===== config.mk =====
export PLATFORM = sky130hd
export DESIGN_NAME = rtcy_regs
export DESIGN_NICKNAME = d
export VERILOG_FILES = /design/src/design/rtcy_pkg.sv /design/src/design/rtcy_regs.sv /design/src/design/rtcy_field_cmp.sv
export SDC_FILE = /design/constraint.sdc
export NUM_CORES = 1
export LEC_CHECK = 0
export BUFFER_PORTS_ARGS = -buffer_cell sky130_fd_sc_hd__buf_2
export CORE_MARGIN = 5
export CORE_UTILIZATION = 58
export CTS_BUF_LIST = sky130_fd_sc_hd__clkbuf_8
export CTS_CLUSTER_SIZE = 8
export DETAILED_ROUTE_END_ITERATION = 10
export HOLD_SLACK_MARGIN = 0.05
export PLACE_DENSITY = 0.95
export SLEW_MARGIN = 15
export SYNTH_ARGS = -nofsm -noshare
export SYNTH_HDL_FRONTEND = slang
export SYNTH_SLANG_ARGS = --single-unit

===== constraint.sdc =====
create_clock -name clk_sys -period 3.3 [get_ports clk_sys]
set_input_delay 0 -clock clk_sys [delete_from_list [all_inputs] [get_ports clk_sys]]
set_output_delay 0 -clock clk_sys [all_outputs]
set_load 0.005 [all_outputs]

===== src/design/rtcy_pkg.sv =====
package rtcy_pkg;
    // register offsets on the register port
    localparam logic [7:0] RTCY_OFS_YEAR     = 8'h06;
    localparam logic [7:0] RTCY_OFS_MIN_ALM  = 8'h07;
    localparam logic [7:0] RTCY_OFS_HOUR_ALM = 8'h08;
    // reset values
    localparam logic [7:0] RTCY_RST_YEAR     = 8'h00;
    localparam logic [7:0] RTCY_RST_MIN_ALM  = 8'h80;
    localparam logic [7:0] RTCY_RST_HOUR_ALM = 8'h80;
    // field positions
    localparam int         RTCY_BIT_DISABLE  = 7;
    localparam int         RTCY_BIT_PM       = 5;
    // writable bit masks (hours bit 6 unused)
    localparam logic [7:0] RTCY_MASK_MIN_ALM  = 8'hFF;
    localparam logic [7:0] RTCY_MASK_HOUR_ALM = 8'hBF;
    // bcd digit limits
    localparam logic [3:0] RTCY_BCD_NINE     = 4'h9;
    localparam logic [3:0] RTCY_BCD_ZERO     = 4'h0;
    localparam logic [7:0] RTCY_YEAR_LAST    = 8'h99;
    localparam logic [7:0] RTCY_READ_NONE    = 8'h00;
endpackage


===== src/design/rtcy_regs.sv =====
// Overview of operation
// RL1: year is two bcd digits 00..99
// RL2: leap year flagged correctly 2000 through 2099
// RL3: minute alarm bit 7 low enables compare
// RL4: minute compare value bcd in bits 6:0
// RL5: hour alarm bit 7 low enables compare
// RL6: 24-hour mode compares bcd hours bits 5:0
// RL7: 12-hour mode compares bcd hours bits 4:0
// RL8: 12-hour mode bit 5 is afternoon flag
// RL9: host rewrites hour alarm after mode change
// RL10: reads always allowed, locked writes ignored
// RL11: alarm only when all enabled fields match
// RL12: hour alarm bit 6 reads zero, ignores writes
// RL13: reset gives year 00, alarms 80 hex
module rtcy_regs
    import rtcy_pkg::*;
(
    input  wire logic       clk_sys,              // 125 MHz system clock
    input  wire logic       nrst,                 // async reset, active low
    input  wire logic       clk_en,               // freezes all state while low
    input  wire logic       reg_wr,               // register write strobe
    input  wire logic       reg_rd,               // register read strobe
    input  wire logic [7:0] reg_addr,             // register offset
    input  wire logic [7:0] reg_wdata,            // write data
    output logic      [7:0] reg_rdata,            // read data, one cycle after strobe
    input  wire logic       write_locked,         // password protection active
    input  wire logic       hour_mode_12,         // twelve-hour select
    input  wire logic       year_tick,            // one-cycle pulse: year rolls over
    input  wire logic [6:0] cur_minutes,          // live bcd minutes
    input  wire logic [5:0] cur_hours,            // live bcd hours, format per mode
    input  wire logic       dayfield_alarm_disable, // weekday/date field disable
    input  wire logic       dayfield_match,       // weekday/date field equal
    output logic      [7:0] year_value,           // current bcd year
    output logic            leap_year,            // current year is a leap year
    output logic            minute_alarm_disable, // minute compare disabled
    output logic            hour_alarm_disable,   // hour compare disabled
    output logic            alarm_match           // all enabled fields match
);
    // register state
    logic [7:0] year_q;      // bcd year
    logic [7:0] year_d;      // next year
    logic [7:0] min_alm_q;   // minute alarm register
    logic [7:0] min_alm_d;   // next minute alarm
    logic [7:0] hour_alm_q;  // hour alarm register
    logic [7:0] hour_alm_d;  // next hour alarm
    logic [7:0] rdata_q;     // read data holding register
    logic [7:0] rdata_d;     // next read data
    logic       leap_q;      // leap flag of the stored year
    logic       leap_d;      // leap flag of the next year
    logic       match_q;     // registered alarm condition
    logic       match_d;     // next alarm condition
    // decode
    logic       wr_ok;       // write accepted
    logic       min_hit;     // minute field satisfied
    logic       hour_hit;    // hour field satisfied
    logic [3:0] yr_lo;       // year units digit
    logic [3:0] yr_hi;       // year tens digit

    // writes pass only while protection is off
    always_comb begin
        wr_ok = reg_wr & ~write_locked; // RL10
    end

    // year: host write wins over the rollover tick
    always_comb begin
        year_d = year_q;
        yr_lo  = year_q[3:0];
        yr_hi  = year_q[7:4];
        if (wr_ok && reg_addr == RTCY_OFS_YEAR) begin
            year_d = reg_wdata;
        end else if (year_tick) begin
            // bcd increment with 99 wrapping to 00
            if (year_q == RTCY_YEAR_LAST) begin
                year_d = RTCY_RST_YEAR; // RL1
            end else if (yr_lo == RTCY_BCD_NINE) begin
                year_d = {yr_hi + 4'h1, RTCY_BCD_ZERO}; // RL1
            end else begin
                year_d = {yr_hi, yr_lo + 4'h1}; // RL1
            end
        end
    end

    // leap when bcd year divisible by four: even tens with 0/4/8, odd tens with 2/6
    always_comb begin
        if (year_d[4] == 1'h0) begin
            leap_d = (year_d[3:0] == 4'h0) | (year_d[3:0] == 4'h4)
                   | (year_d[3:0] == 4'h8); // RL2
        end else begin
            leap_d = (year_d[3:0] == 4'h2) | (year_d[3:0] == 4'h6); // RL2
        end
    end

    // alarm registers: full byte for minutes, bit 6 forced low for hours
    always_comb begin
        min_alm_d  = min_alm_q;
        hour_alm_d = hour_alm_q;
        if (wr_ok && reg_addr == RTCY_OFS_MIN_ALM) begin
            min_alm_d = reg_wdata & RTCY_MASK_MIN_ALM; // RL3 RL4
        end
        if (wr_ok && reg_addr == RTCY_OFS_HOUR_ALM) begin
            hour_alm_d = reg_wdata & RTCY_MASK_HOUR_ALM; // RL5 RL12
        end
    end

    // read mux: always readable, unmapped offsets return zero
    always_comb begin
        rdata_d = rdata_q;
        if (reg_rd) begin
            case (reg_addr)
                RTCY_OFS_YEAR:     rdata_d = year_q; // RL10
                RTCY_OFS_MIN_ALM:  rdata_d = min_alm_q; // RL10
                RTCY_OFS_HOUR_ALM: rdata_d = hour_alm_q; // RL10 RL12
                default:           rdata_d = RTCY_READ_NONE;
            endcase
        end
    end

    // minute field compare
    rtcy_field_cmp #(
        .W (7)
    ) u_min_cmp (
        .disable_bit (min_alm_q[RTCY_BIT_DISABLE]),
        .alarm_val   (min_alm_q[6:0]),
        .cur_val     (cur_minutes),
        .hit         (min_hit)
    );

    // hour field compare: bits 5:0 cover 24h hours, or 12h hours plus afternoon flag
    rtcy_field_cmp #(
        .W (6)
    ) u_hour_cmp (
        .disable_bit (hour_alm_q[RTCY_BIT_DISABLE]),
        .alarm_val   (hour_alm_q[5:0]),
        .cur_val     (cur_hours), // RL6 RL7 RL8
        .hit         (hour_hit)
    );

    // alarm needs at least one enabled field and every enabled field matching
    always_comb begin
        match_d = min_hit & hour_hit
                & (dayfield_alarm_disable | dayfield_match) // RL11
                & ~(min_alm_q[RTCY_BIT_DISABLE] & hour_alm_q[RTCY_BIT_DISABLE]
                    & dayfield_alarm_disable); // RL11
    end

    // state registers, frozen while the clock enable is low
    always_ff @(posedge clk_sys or negedge nrst) begin
        if (!nrst) begin
            year_q     <= RTCY_RST_YEAR; // RL13
            min_alm_q  <= RTCY_RST_MIN_ALM; // RL13
            hour_alm_q <= RTCY_RST_HOUR_ALM; // RL13
            rdata_q    <= RTCY_READ_NONE;
            leap_q     <= 1'h1;
            match_q    <= 1'h0;
        end else if (clk_en) begin
            year_q     <= year_d;
            min_alm_q  <= min_alm_d;
            hour_alm_q <= hour_alm_d;
            rdata_q    <= rdata_d;
            leap_q     <= leap_d;
            match_q    <= match_d;
        end
    end

    // outputs straight from flops
    always_comb begin
        reg_rdata            = rdata_q;
        year_value           = year_q;
        leap_year            = leap_q;
        minute_alarm_disable = min_alm_q[RTCY_BIT_DISABLE];
        hour_alarm_disable   = hour_alm_q[RTCY_BIT_DISABLE];
        alarm_match          = match_q;
    end

    // mode input feeds only the c_pm cover here; hour format lives in the stored value
    logic mode_seen;
    always_comb begin
        mode_seen = hour_mode_12;
    end

    // year digits stay decimal
    property p_year_bcd;
        @(posedge clk_sys) disable iff (!nrst)
        (year_q[3:0] <= 4'h9) && (year_q[7:4] <= 4'h9);
    endproperty
    a_year_bcd: assert property (p_year_bcd) else $error("year not bcd"); // RL1

    // 99 rolls to 00 on a tick with no write
    property p_year_wrap;
        @(posedge clk_sys) disable iff (!nrst)
        (clk_en && year_tick && !reg_wr && year_q == 8'h99) |=> (year_q == 8'h00);
    endproperty
    a_year_wrap: assert property (p_year_wrap) else $error("year wrap wrong"); // RL1

    // leap flag follows the stored year
    property p_leap;
        @(posedge clk_sys) disable iff (!nrst)
        (year_q == 8'h00 || year_q == 8'h96 || year_q == 8'h12) |-> leap_year;
    endproperty
    a_leap: assert property (p_leap) else $error("leap year missed"); // RL2

    // unlocked minute write lands the whole byte
    property p_min_write;
        @(posedge clk_sys) disable iff (!nrst)
        (clk_en && reg_wr && !write_locked && reg_addr == 8'h07)
            |=> (min_alm_q == $past(reg_wdata));
    endproperty
    a_min_write: assert property (p_min_write) else $error("minute write lost"); // RL3

    // locked write leaves the hour alarm alone
    property p_locked;
        @(posedge clk_sys) disable iff (!nrst)
        (reg_wr && write_locked) |=> $stable(hour_alm_q) && $stable(min_alm_q);
    endproperty
    a_locked: assert property (p_locked) else $error("locked write took effect"); // RL10

    // unused hour bit stays low
    property p_hour_bit6;
        @(posedge clk_sys) disable iff (!nrst)
        hour_alm_q[6] == 1'h0;
    endproperty
    a_hour_bit6: assert property (p_hour_bit6) else $error("hour bit 6 set"); // RL12

    // alarm needs some enabled field
    property p_alarm_enabled;
        @(posedge clk_sys) disable iff (!nrst)
        $rose(alarm_match) |-> $past(!min_alm_q[7] || !hour_alm_q[7] || !dayfield_alarm_disable);
    endproperty
    a_alarm_enabled: assert property (p_alarm_enabled) // RL11
        else $error("alarm with none enabled");

    // enabled hour field must have matched, afternoon flag included
    property p_hour_match;
        @(posedge clk_sys) disable iff (!nrst)
        (clk_en && !hour_alm_q[7] && cur_hours != hour_alm_q[5:0]) |=> !alarm_match;
    endproperty
    a_hour_match: assert property (p_hour_match) else $error("hour mismatch alarmed"); // RL6 RL8

    // read returns the register one cycle later
    property p_read_year;
        @(posedge clk_sys) disable iff (!nrst)
        (clk_en && reg_rd && reg_addr == 8'h06) |=> (reg_rdata == $past(year_q));
    endproperty
    a_read_year: assert property (p_read_year) else $error("year read wrong"); // RL10

    // minute alarm read returns the register one cycle later, lock or not
    property p_read_min;
        @(posedge clk_sys) disable iff (!nrst)
        (clk_en && reg_rd && reg_addr == RTCY_OFS_MIN_ALM)
            |=> (reg_rdata == $past(min_alm_q));
    endproperty
    a_read_min: assert property (p_read_min) else $error("minute read wrong"); // RL10

    // units digit 9 carries into the tens digit on a tick
    property p_year_carry;
        @(posedge clk_sys) disable iff (!nrst)
        (clk_en && year_tick && !reg_wr && year_q[3:0] == RTCY_BCD_NINE
            && year_q != RTCY_YEAR_LAST)
            |=> (year_q[3:0] == RTCY_BCD_ZERO) && (year_q[7:4] == $past(year_q[7:4]) + 4'h1);
    endproperty
    a_year_carry: assert property (p_year_carry) else $error("year carry wrong"); // RL1

    // with no tick and no year write the year holds
    property p_year_hold;
        @(posedge clk_sys) disable iff (!nrst)
        (clk_en && !year_tick && !(reg_wr && reg_addr == RTCY_OFS_YEAR))
            |=> $stable(year_q);
    endproperty
    a_year_hold: assert property (p_year_hold) else $error("year moved unasked"); // RL1

    // years not divisible by four carry no leap flag
    property p_leap_none;
        @(posedge clk_sys) disable iff (!nrst)
        (year_q == 8'h01 || year_q == 8'h05 || year_q == 8'h19 || year_q == 8'h99)
            |-> !leap_year;
    endproperty
    a_leap_none: assert property (p_leap_none) else $error("false leap year"); // RL2

    // unlocked hour write lands with bit 6 cleared
    property p_hour_write;
        @(posedge clk_sys) disable iff (!nrst)
        (clk_en && reg_wr && !write_locked && reg_addr == RTCY_OFS_HOUR_ALM)
            |=> (hour_alm_q == ($past(reg_wdata) & RTCY_MASK_HOUR_ALM));
    endproperty
    a_hour_write: assert property (p_hour_write) else $error("hour write lost"); // RL5 RL12

    // an enabled minute field that differs blocks the alarm
    property p_min_match;
        @(posedge clk_sys) disable iff (!nrst)
        (clk_en && !min_alm_q[7] && cur_minutes != min_alm_q[6:0]) |=> !alarm_match;
    endproperty
    a_min_match: assert property (p_min_match) else $error("minute mismatch hit"); // RL4 RL11

    // an enabled day field that differs blocks the alarm
    property p_day_block;
        @(posedge clk_sys) disable iff (!nrst)
        (clk_en && !dayfield_alarm_disable && !dayfield_match) |=> !alarm_match;
    endproperty
    a_day_block: assert property (p_day_block) else $error("day mismatch alarmed"); // RL11

    // a lone enabled minute field that matches raises the alarm
    property p_min_only;
        @(posedge clk_sys) disable iff (!nrst)
        (clk_en && !min_alm_q[7] && cur_minutes == min_alm_q[6:0]
            && hour_alm_q[7] && dayfield_alarm_disable) |=> alarm_match;
    endproperty
    a_min_only: assert property (p_min_only) else $error("minute match missed"); // RL3 RL11

    // no enabled field, no alarm
    property p_none_enabled;
        @(posedge clk_sys) disable iff (!nrst)
        (clk_en && min_alm_q[7] && hour_alm_q[7] && dayfield_alarm_disable) |=> !alarm_match;
    endproperty
    a_none_enabled: assert property (p_none_enabled) else $error("alarm while disabled"); // RL11

    c_wrap:  cover property (@(posedge clk_sys) disable iff (!nrst) year_tick && year_q == 8'h99);
    c_alarm: cover property (@(posedge clk_sys) disable iff (!nrst) $rose(alarm_match));
    c_lock:  cover property (@(posedge clk_sys) disable iff (!nrst) reg_wr && write_locked);
    c_pm:    cover property (@(posedge clk_sys) disable iff (!nrst)
                             mode_seen && alarm_match && hour_alm_q[5]);
endmodule


===== src/design/rtcy_field_cmp.sv =====
// one alarm field compare: hit when the field is disabled or the value matches
module rtcy_field_cmp #(
    parameter int W = 7
) (
    input  wire logic         disable_bit, // high: field takes no part
    input  wire logic [W-1:0] alarm_val,   // stored compare value
    input  wire logic [W-1:0] cur_val,     // live time value
    output logic              hit          // field satisfied
);
    // a disabled field never blocks the alarm
    always_comb begin
        hit = disable_bit | (alarm_val == cur_val);
    end
endmodule


# After elaboration in Yosys (flattened, before gate mapping)
# Index checks and enable logic that the tools add are counted.
[totals]
in_bits = 39
elab_cells = 50
register_bits = 33
[classes]
addsub = 2
n_reduce_logical = 10
eq_ne = 11
bitwise_logic = 14
n_mux = 6
[ops]
columns = ["cell", "count"]
rows = [
  ["$mux W8", 4],
  ["$pmux W8 S3", 1],
  ["$eq A8 B3 Y1 const B", 2],
  ["$add A4 B1 Y4 const B", 2],
  ["$eq A4 B3 Y1 const B", 2],
  ["$eq A4 B4 Y1 const B", 2],
  ["$eq A8 B4 Y1 const B", 1],
  ["$eq A8 B8 Y1 const B", 1],
  ["$eq A7 B7 Y1", 1],
  ["$and A1 B1 Y1", 6],
  ["$eq A6 B6 Y1", 1],
  ["$or A1 B1 Y1", 6],
  ["$reduce_and A2 Y1", 3],
  ["$eq A4 B2 Y1 const B", 1],
  ["$logic_not A4 Y1", 1],
  ["$logic_and A1 B1 Y1", 3],
  ["$reduce_and A3 Y1", 1],
  ["$reduce_bool A3 Y1", 1],
  ["$not A1 Y1", 2],
  ["$reduce_bool A2 Y1", 1],
  ["$mux W1", 1],
]

# Logic depth before layout (Yosys ltp)
# Gate-level depths: netlist of run 1.
[logic_depth]
ltp_word = 9
mapped_depth = 7
depth_no_buf = 7

# Cells and area by module
# Synthesis of run 1 repeated with hierarchy kept, for this count alone.
[unflattened]
hier_cells = 194
area_unflattened_um2 = 2000.7
[by_module_without_submodules]
columns = ["mod", "seq_area_each_um2", "cells_per_inst", "n_inst", "area_each_um2"]
rows = [
  ["rtcy_regs", 829.5, 177, 1, 1855.5],
  ["rtcy_field_cmp at u_min_cmp", 0.0, 9, 1, 77.6],
  ["rtcy_field_cmp at u_hour_cmp", 0.0, 8, 1, 67.6],
]

# Worst setup path before layout of run 1
# Ideal clock, no wire load.
[synth_timing]
kind = "reg-to-reg"
from = "register year_q[0], in the netlist year_value[0]"
to = "register leap_q, in the netlist leap_year"
setup_time_ns = 0.086
path_buffers = 0
t_arrival_ns = 1.631
setup_slack_ns = 1.582
required_time_ns = 3.214
path_stages_with_launch = 7
synth_period_minus_slack_ns = 1.718
cell_sequence = "dfrtp_1 ha_1 and4b_1 a211oi_1 nor3_1 o2111ai_1 nand3_1"
[synth_between]
elab_chain_len = 9
elab_cells_between_ends = 16
[synth_lines]
columns = ["element", "line_no", "rtl"]
rows = [
  ["from (decl)", "rtcy_regs.sv:40", "logic [7:0] year_q;"],
  ["from (signal assigned)", "rtcy_regs.sv:156", "year_q <= year_d;"],
  ["$add A4 B1 Y4 or $eq A4 B4 Y1 (tied branches)", "rtcy_regs.sv:78, rtcy_regs.sv:75", ""],
  ["$mux W8", "rtcy_regs.sv:75", "end else if (yr_lo == RTCY_BCD_NINE) begin"],
  ["$mux W8", "rtcy_regs.sv:73", "if (year_q == RTCY_YEAR_LAST) begin"],
  ["$mux W8 (*)", "rtcy_regs.sv:71", "end else if (year_tick) begin"],
  ["$mux W8 (*)", "rtcy_regs.sv:69", "if (wr_ok && reg_addr == RTCY_OFS_YEAR) begin"],
  ["$eq A4 B3 Y1 or $logic_not A4 Y1 (tied branches)", "rtcy_regs.sv:86", "leap_d = (year_d[3:0] == 4'h0) | (year_d[3:0] == 4'h4)"],
  ["$or A1 B1 Y1", "rtcy_regs.sv:86", ""],
  ["$or A1 B1 Y1", "rtcy_regs.sv:87", "| (year_d[3:0] == 4'h8);"],
  ["$mux W1 (*)", "rtcy_regs.sv:85", "if (year_d[4] == 1'h0) begin"],
  ["to (signal assigned)", "rtcy_regs.sv:160", "leap_q <= leap_d;"],
  ["to (decl)", "rtcy_regs.sv:48", "logic leap_q;"],
]
# Mark *: on every way between the ends. The rest lies on a longest branch, timed or not. The select of a mux whose other input is x is not followed.
# A chain may end at the register's enable or synchronous reset.

# Worst setup path after layout of run 1
[layout_timing]
from = "register year_q[0], in the netlist year_value[0]"
to = "register year_q[7], in the netlist year_value[7]"
[layout_between]
elab_chain_len = 4
elab_cells_between_ends = 7
[layout_lines]
columns = ["element", "line_no"]
rows = [
  ["$eq A8 B8 Y1", "rtcy_regs.sv:73"],
  ["$mux W8", "rtcy_regs.sv:73"],
  ["$mux W8", "rtcy_regs.sv:71"],
  ["$mux W8", "rtcy_regs.sv:69"],
]
# Parallel ways exist; a longest one is shown, timed or not. The select of a mux whose other input is x is not followed.

==> results of run 1 <==
## logic make-up after synthesis
family	count (synthesis)	synth area share
xor+xnor	15	0.0637
flops	33	0.402
compound gates	50	0.187
mux	17	0.120
buf+inv	16	0.0467
fa+ha+maj	4	0.0243
simple gates	53	0.157
## metrics by stage
step	power [mW]	instances	utilization
final	1.08	299	0.739
after global routing	1.15	299	0.739
after CTS	1.08	299	0.739
after detailed placement	0.779	282	0.689
after global placement	0.768	282	0.689
after floorplan	0.661	188	-
## worst reg2reg max path, stage by stage (launching register included)
cell	delay, ns
dfrtp_1	0.52
ha_1	0.24
and4b_1	0.32
o21ai_0	0.18
nand2b_1	0.20
o31ai_1	0.29
a22o_1	0.18
## cell usage in the layout (no fill, tap or decap), types with 4 or more instances in the layout
cell,Yosys,layout
xor2_1,9,9
xnor2_1,6,6
nand3_1,4,4
dlygate4sd3_1,0,9
inv_1,7,9
nand2_1,18,18
mux2_4,15,15
nor2_1,7,7
buf_2,4,57
o21ai_0,12,12
clkbuf_8,0,5
dfrtp_1,30,30
a222oi_1,7,7
ha_1,4,4
## layout make-up
class	instances	area [um2]
clock inverters	3	12.5
repair buffers	66	375
multi-input cells	139	1140
clock buffers	5	68.8
well taps	46	57.6
fillers	205	883
inverters	7	26.3
flip-flops and latches	33	830
## worst max-delay path by stage
stage	from	endpoint	slack, ns
floorplan	year_value[0]$_DFFE_PN0P_	leap_year$_DFFE_PN1P_	1.58
global placement	year_value[0]$_DFFE_PN0P_	leap_year$_DFFE_PN1P_	1.43
detailed placement	year_value[0]$_DFFE_PN0P_	leap_year$_DFFE_PN1P_	1.40
CTS	year_value[0]$_DFFE_PN0P_	leap_year$_DFFE_PN1P_	1.37
global route	year_value[0]$_DFFE_PN0P_	year_value[7]$_DFFE_PN0P_	1.16
finish	year_value[0]$_DFFE_PN0P_	year_value[7]$_DFFE_PN0P_	1.32
## routing by layer
layer,GRT usage,vias up
met3,0.0667,15
met5,0,-
met1,0.301,890
met4,0.0979,0
li1,-,838
met2,0.408,101
## report_power, final
group	internal, mW	switching (mW)	leakage, nW
Clock	0.142	0.153	0.0505
Combinational	0.139	0.131	0.739
Sequential	0.445	0.0712	0.436
## registers in the layout, summed over array words and instances, names as in the netlist
signal and count:
min_alm_q 8, reg_rdata 8, year_value 8, hour_alm_q 7
alarm_match 1, leap_year 1
==> key figures, run 1 <==
Drt
  • Wire per inst: roughly 19 um
  • Met2 Wirelength: 2.78 mm
  • ANT nets after route: 0
  • Vias: 1844
  • DRT Wirelength: 5.64 mm
  • Post-route DRC: 0
  • DR iter-0 viols: 156
  • DR WL met3: 439 um
  • Top routing layer used: met4
  • Vias per cell: 6.17
  • DRT met1 WL: 2.30 mm
  • Drt pass-1 iters: 6

Floorplanning
  • CORE AREA: ~0.0034 mm2
  • Row count: 21
  • Width of the chip: 69.6 um
  • Die area: about 0.0048 mm2
  • Starting density of the core: 0.608
  • Die height: 69.6 um
  • Top Ports: 59

Yosys
  • Post-synth EDFFs: 0
  • Biggest area consumer among synthesized cells: dfrtp_1
  • Synth Instances: 188
  • FFs w/ async S/R, synth: 1.00
  • Share of the synthesized area in the top cell type: 0.364
  • Synth area leaders: dfrtp_1 36%, mux2_4 11%, dfstp_2 3.8%, xor2_1 3.8%, a222oi_1 3.4%
  • #FFs+latches synth: 33
  • Yosys warns: 0
  • Synth cell count leaders: 30 x dfrtp_1, 18 x nand2_1, 15 x mux2_4
  • Cell with the most instances after synthesis: dfrtp_1
  • Syn avg cell area: 11.0 um2
  • Top FF cell, synth: dfrtp_1
  • Yosys cell types: 57
  • Cell Area, Synth: 0.00206 mm2
  • Seq/Total Area, Yosys: 0.402
  • Syn nets: 231

STA
  • Max-slew headroom: 0.522
  • Worst Setup Slack, final: 1.32 ns
  • Max Slew Vio Count: 0
  • Max frequency: 0.504 GHz
  • Final Hold Vio Count: 0
  • Hold Slack: 0.0844 ns
  • Final setup violation count: 0
  • Setup TNS: 0 ns
  • Worst Skew: 0.0134 ns
  • RSZ-0062 raised after global routing: no
  • Minimum clock period: 1.98 ns
  • Slew @ Worst Pin: 0.717 ns
  • Final Cycle Share: 0.601

Critical path
  • CP Class: flip-flop to flip-flop
  • CP top delay family: compound AO/OA/AOI/OAI gates
  • Worst R2R Setup Slack: 1.32 ns
  • CP max FO: 9
  • Worst Path Arrival: between 2 and 2.5 ns
  • Crit path buffers/inverters: 0
  • Critical Path Max Stage Delay: 0.52 ns
  • Worst reg-to-reg path cell count: 6
  • R2r endpoint: year_value[7]$_DFFE_PN0P_
  • Levels on crit path: 6
  • RR Startpoint: year_value[0]$_DFFE_PN0P_
  • CP max-delay cell: dfrtp_1
  • Req. time, crit path: 3.54 ns
  • CP Launch Type: flip-flop
  • Crit path cell chain: ha_1, and4b_1, o21ai_0, nand2b_1, o31ai_1, a22o_1
  • Critical path capture point type: flip-flop

Power and ir drop
  • Max IR drop VDD: 0.000243 V
  • Leakage: 1.23 nW
  • Pwr/cell area: 431 mW/mm2

Global route
  • Number of global-route vias before repair: 1885
  • Initial antenna violation count: 0
  • Global Route Usage Sum: 0.245
  • First-pass GRT wire length: 9.48 mm
  • Maximum number of pins on one net before global-route repair: 34
  • GRT overflow: 0

Layout
  • Finished Cell Area: 0.00251 mm2
  • N_diodes: 0
  • Total Nets Final: 295
  • Share of cells above drive strength 1: 0.356
  • Area grow syn2layout: 21.5%

Place
  • PortBufs: between 50 and 60
  • Placement Setup Slack: approximately 1.4 ns
  • Final RePlAce weighted congestion: 0.843
  • Area after DPL: 0.00233 mm2
  • Dpl hpwl: 3.94 mm

Clock tree
  • CTS tree: yes
  • H-tree levels: 2
  • Cts repair resizes: 0
  • Worst skew pair latency: 0.30 ns
  • CTS max path bufs: 2
  • CTS buffer count: 5
  • CTS clk-pin slew, worst paths: 0.07 ns
  • Hold bufs inserted after CTS: 9
  • Clock sinks: 33
  • Post-CTS setup buffer count: 0
  • Root Buffer: clkbuf_8

Min path
  • Hold endpoint: alarm_match$_DFFE_PN0P_
  • Worst Hold Depth: 4
  • Worst hold-check path type: input port to flip-flop
  • Hold Startpoint: dayfield_alarm_disable

Run status
  • Status: finished, final reports clean

Flow run
  • Max-cap viol count: 0
(Power assumes the default switching activity.)
==> run 2: changes to the inputs <==
CORE_UTILIZATION = 49   (was 58)
PLACE_DENSITY = 0.87   (was 0.95)
clock period = 1.7 ns   (was 3.3 ns; I/O delays follow)
==> key figures, run 2 (synthesis results as in run 1) <==
Min path
  • Hold endpoint: alarm_match$_DFFE_PN0P_
  • Worst hold-check path type: input port to flip-flop
  • Hold Startpoint: dayfield_alarm_disable
  • Worst Hold Depth: 4

Layout
  • Commonest non-fill, non-tap cells in the layout: 57 x buf_2, 30 x dfrtp_1, 18 x nand2_1
  • N_diodes: 0
  • Storage element area: 830 um2
  • Share of cells above drive strength 1: 0.444
  • Most common cell after layout, fill and taps aside: buf_2
  • FILL cells: 287
  • Total Nets Final: 310
  • Final core occ: 0.670
  • Area of the multi-input gates: 0.00121 mm2
  • Area grow syn2layout: 31.0%

Critical path
  • R2r endpoint: year_value[7]$_DFFE_PN0P_
  • CP Launch Type: flip-flop
  • Worst Path Arrival: 1.90 ns
  • Critical Path Max Stage Delay: 0.41 ns
  • CP top delay family: compound AO/OA/AOI/OAI gates
  • CP Class: flip-flop to flip-flop
  • Worst reg-to-reg path cell count: 7
  • Worst R2R Setup Slack: -0.04 ns
  • Req. time, crit path: 1.87 ns
  • Critical path capture point type: flip-flop
  • Crit path buffers/inverters: 2
  • Crit path cell chain: inv_2, ha_4, nand4b_1, buf_4, a21boi_2, a21bo_1, a22o_1
  • Levels on crit path: 7
  • CP max FO: 3
  • CP max-delay cell: dfrtp_1
  • RR Startpoint: year_value[1]$_DFFE_PN0P_

STA
  • Max-slew headroom: 0.516
  • Worst Skew: 0.00505 ns
  • Worst Setup Slack, final: -0.0376 ns
  • Final Cycle Share: 1.02
  • Max frequency: 0.576 GHz
  • Final Hold Vio Count: 0
  • Minimum clock period: about 1.7 ns
  • Slew @ Worst Pin: around 0.73 ns
  • Final setup violation count: 4
  • Max Slew Vio Count: 0

Place
  • PortBufs: 57
  • Dpl hpwl: 4.13 mm
  • Placement Setup Slack: -0.0432 ns
  • Final RePlAce weighted congestion: 0.881

Clock tree
  • Clock sinks: 33
  • CTS clk-pin slew, worst paths: 0.07 ns
  • CTS buffer count: 5
  • Root Buffer: clkbuf_8
  • H-tree levels: 2
  • Worst skew pair latency: roughly 0.28 ns
  • CTS tree: yes
  • CTS max path bufs: 2

Global route
  • Initial antenna violation count: 0
  • First-pass GRT wire length: 8.80 mm
  • GRT overflow: 0
  • Number of global-route vias before repair: between 1500 and 2000
  • Global Route Usage Sum: 0.205
  • Maximum number of pins on one net before global-route repair: 34

Run status
  • Status: finished, violations left
  • Failing checks: negative setup slack

Flow run
  • Max-cap viol count: 0

Drt
  • Vias: approximately 1900
  • Wire per inst: about 18 um
  • ANT nets after route: 0
  • Post-route DRC: 0
  • DRT Wirelength: 5.78 mm
  • Vias per cell: 6.07
  • Drt pass-1 iters: 6
  • DR iter-0 viols: 270

Floorplanning
  • Width of the chip: around 75 um
  • CORE AREA: 0.00403 mm2
  • Row count: 23
  • Starting density of the core: 0.512
  • Top Ports: 59
  • Die height: approximately 75 um
  • Die area: ~0.0056 mm2

Power and ir drop
  • Total power: 2.27 mW
  • Pwr/cell area: 841 mW/mm2
  • Max IR drop VDD: 0.000524 V
  • Leakage: about 1.3 nW
[run 2: power by group]
part,total (mW),internal [mW],switching [mW]
Combinational,0.764,0.379,0.385
Sequential,0.941,0.865,0.0759
Clock,0.568,0.282,0.286
[run 2: how the worst max path moves through the flow]
stage / start / endpoint / slack [ns]
6_report: year_value[1]$_DFFE_PN0P_ / year_value[7]$_DFFE_PN0P_ / -0.04
5_1_grt: year_value[1]$_DFFE_PN0P_ / leap_year$_DFFE_PN1P_ / -0.08
2_1_floorplan: year_value[0]$_DFFE_PN0P_ / year_value[6]$_DFFE_PN0P_ / -0.004
3_5_place_dp: year_value[1]$_DFFE_PN0P_ / leap_year$_DFFE_PN1P_ / -0.04
4_1_cts: year_value[1]$_DFFE_PN0P_ / leap_year$_DFFE_PN1P_ / 0.003
3_3_place_gp: year_value[1]$_DFFE_PN0P_ / year_value[7]$_DFFE_PN0P_ / 0.04
[run 2: per-stage QoR]
| stage | setup TNS, ns | hold slack, ns | std cells | cell area (um2) |
|---|---|---|---|---|
| 2_1_floorplan | -0.00427 | -0.296 | 188 | 2070 |
| 3_3_place_gp | 0 | 0.0909 | 297 | 2430 |
| 3_5_place_dp | -0.0617 | 0.0958 | 297 | 2430 |
| 4_1_cts | 0 | 0.0706 | 315 | 2620 |
| 5_1_grt | -0.295 | 0.131 | 318 | 2700 |
| 6_report | -0.110 | 0.0738 | 318 | 2700 |
[run 2: final cells by class]
class / count / share of cell area
clock buffers: 5 / 0.0255
clock inverters: 3 / 0.00648
inverters: 7 / 0.00973
multi-input cells: 139 / 0.447
flip-flops and latches: 33 / 0.307
well taps: 50 / 0.0232
repair buffers: 81 / 0.181
[run 2: routing by layer]
layer / global-route usage / vias up / part of all wire
li1: - / 872 / -
met1: 0.263 / 911 / 0.39
met2: 0.352 / 132 / 0.50
met3: 0.0427 / 14 / 0.093
met4: 0.0553 / 0 / 0.018
met5: 0 / - / 0
[run 2: worst min-delay path, stage by stage]
cell      delay, ns
buf_2          0.09
nand3_1        0.07
o211ai_1       0.08
o32ai_1        0.07
[run 2: timing repair]
item	CTS	global route
setup endpoints to repair	3	6
hold endpoints to repair	44	0
setup buffers	1	3
gates resized for setup	4	11
pin swaps	0	9
hold buffers	9	0
cloned	0	0
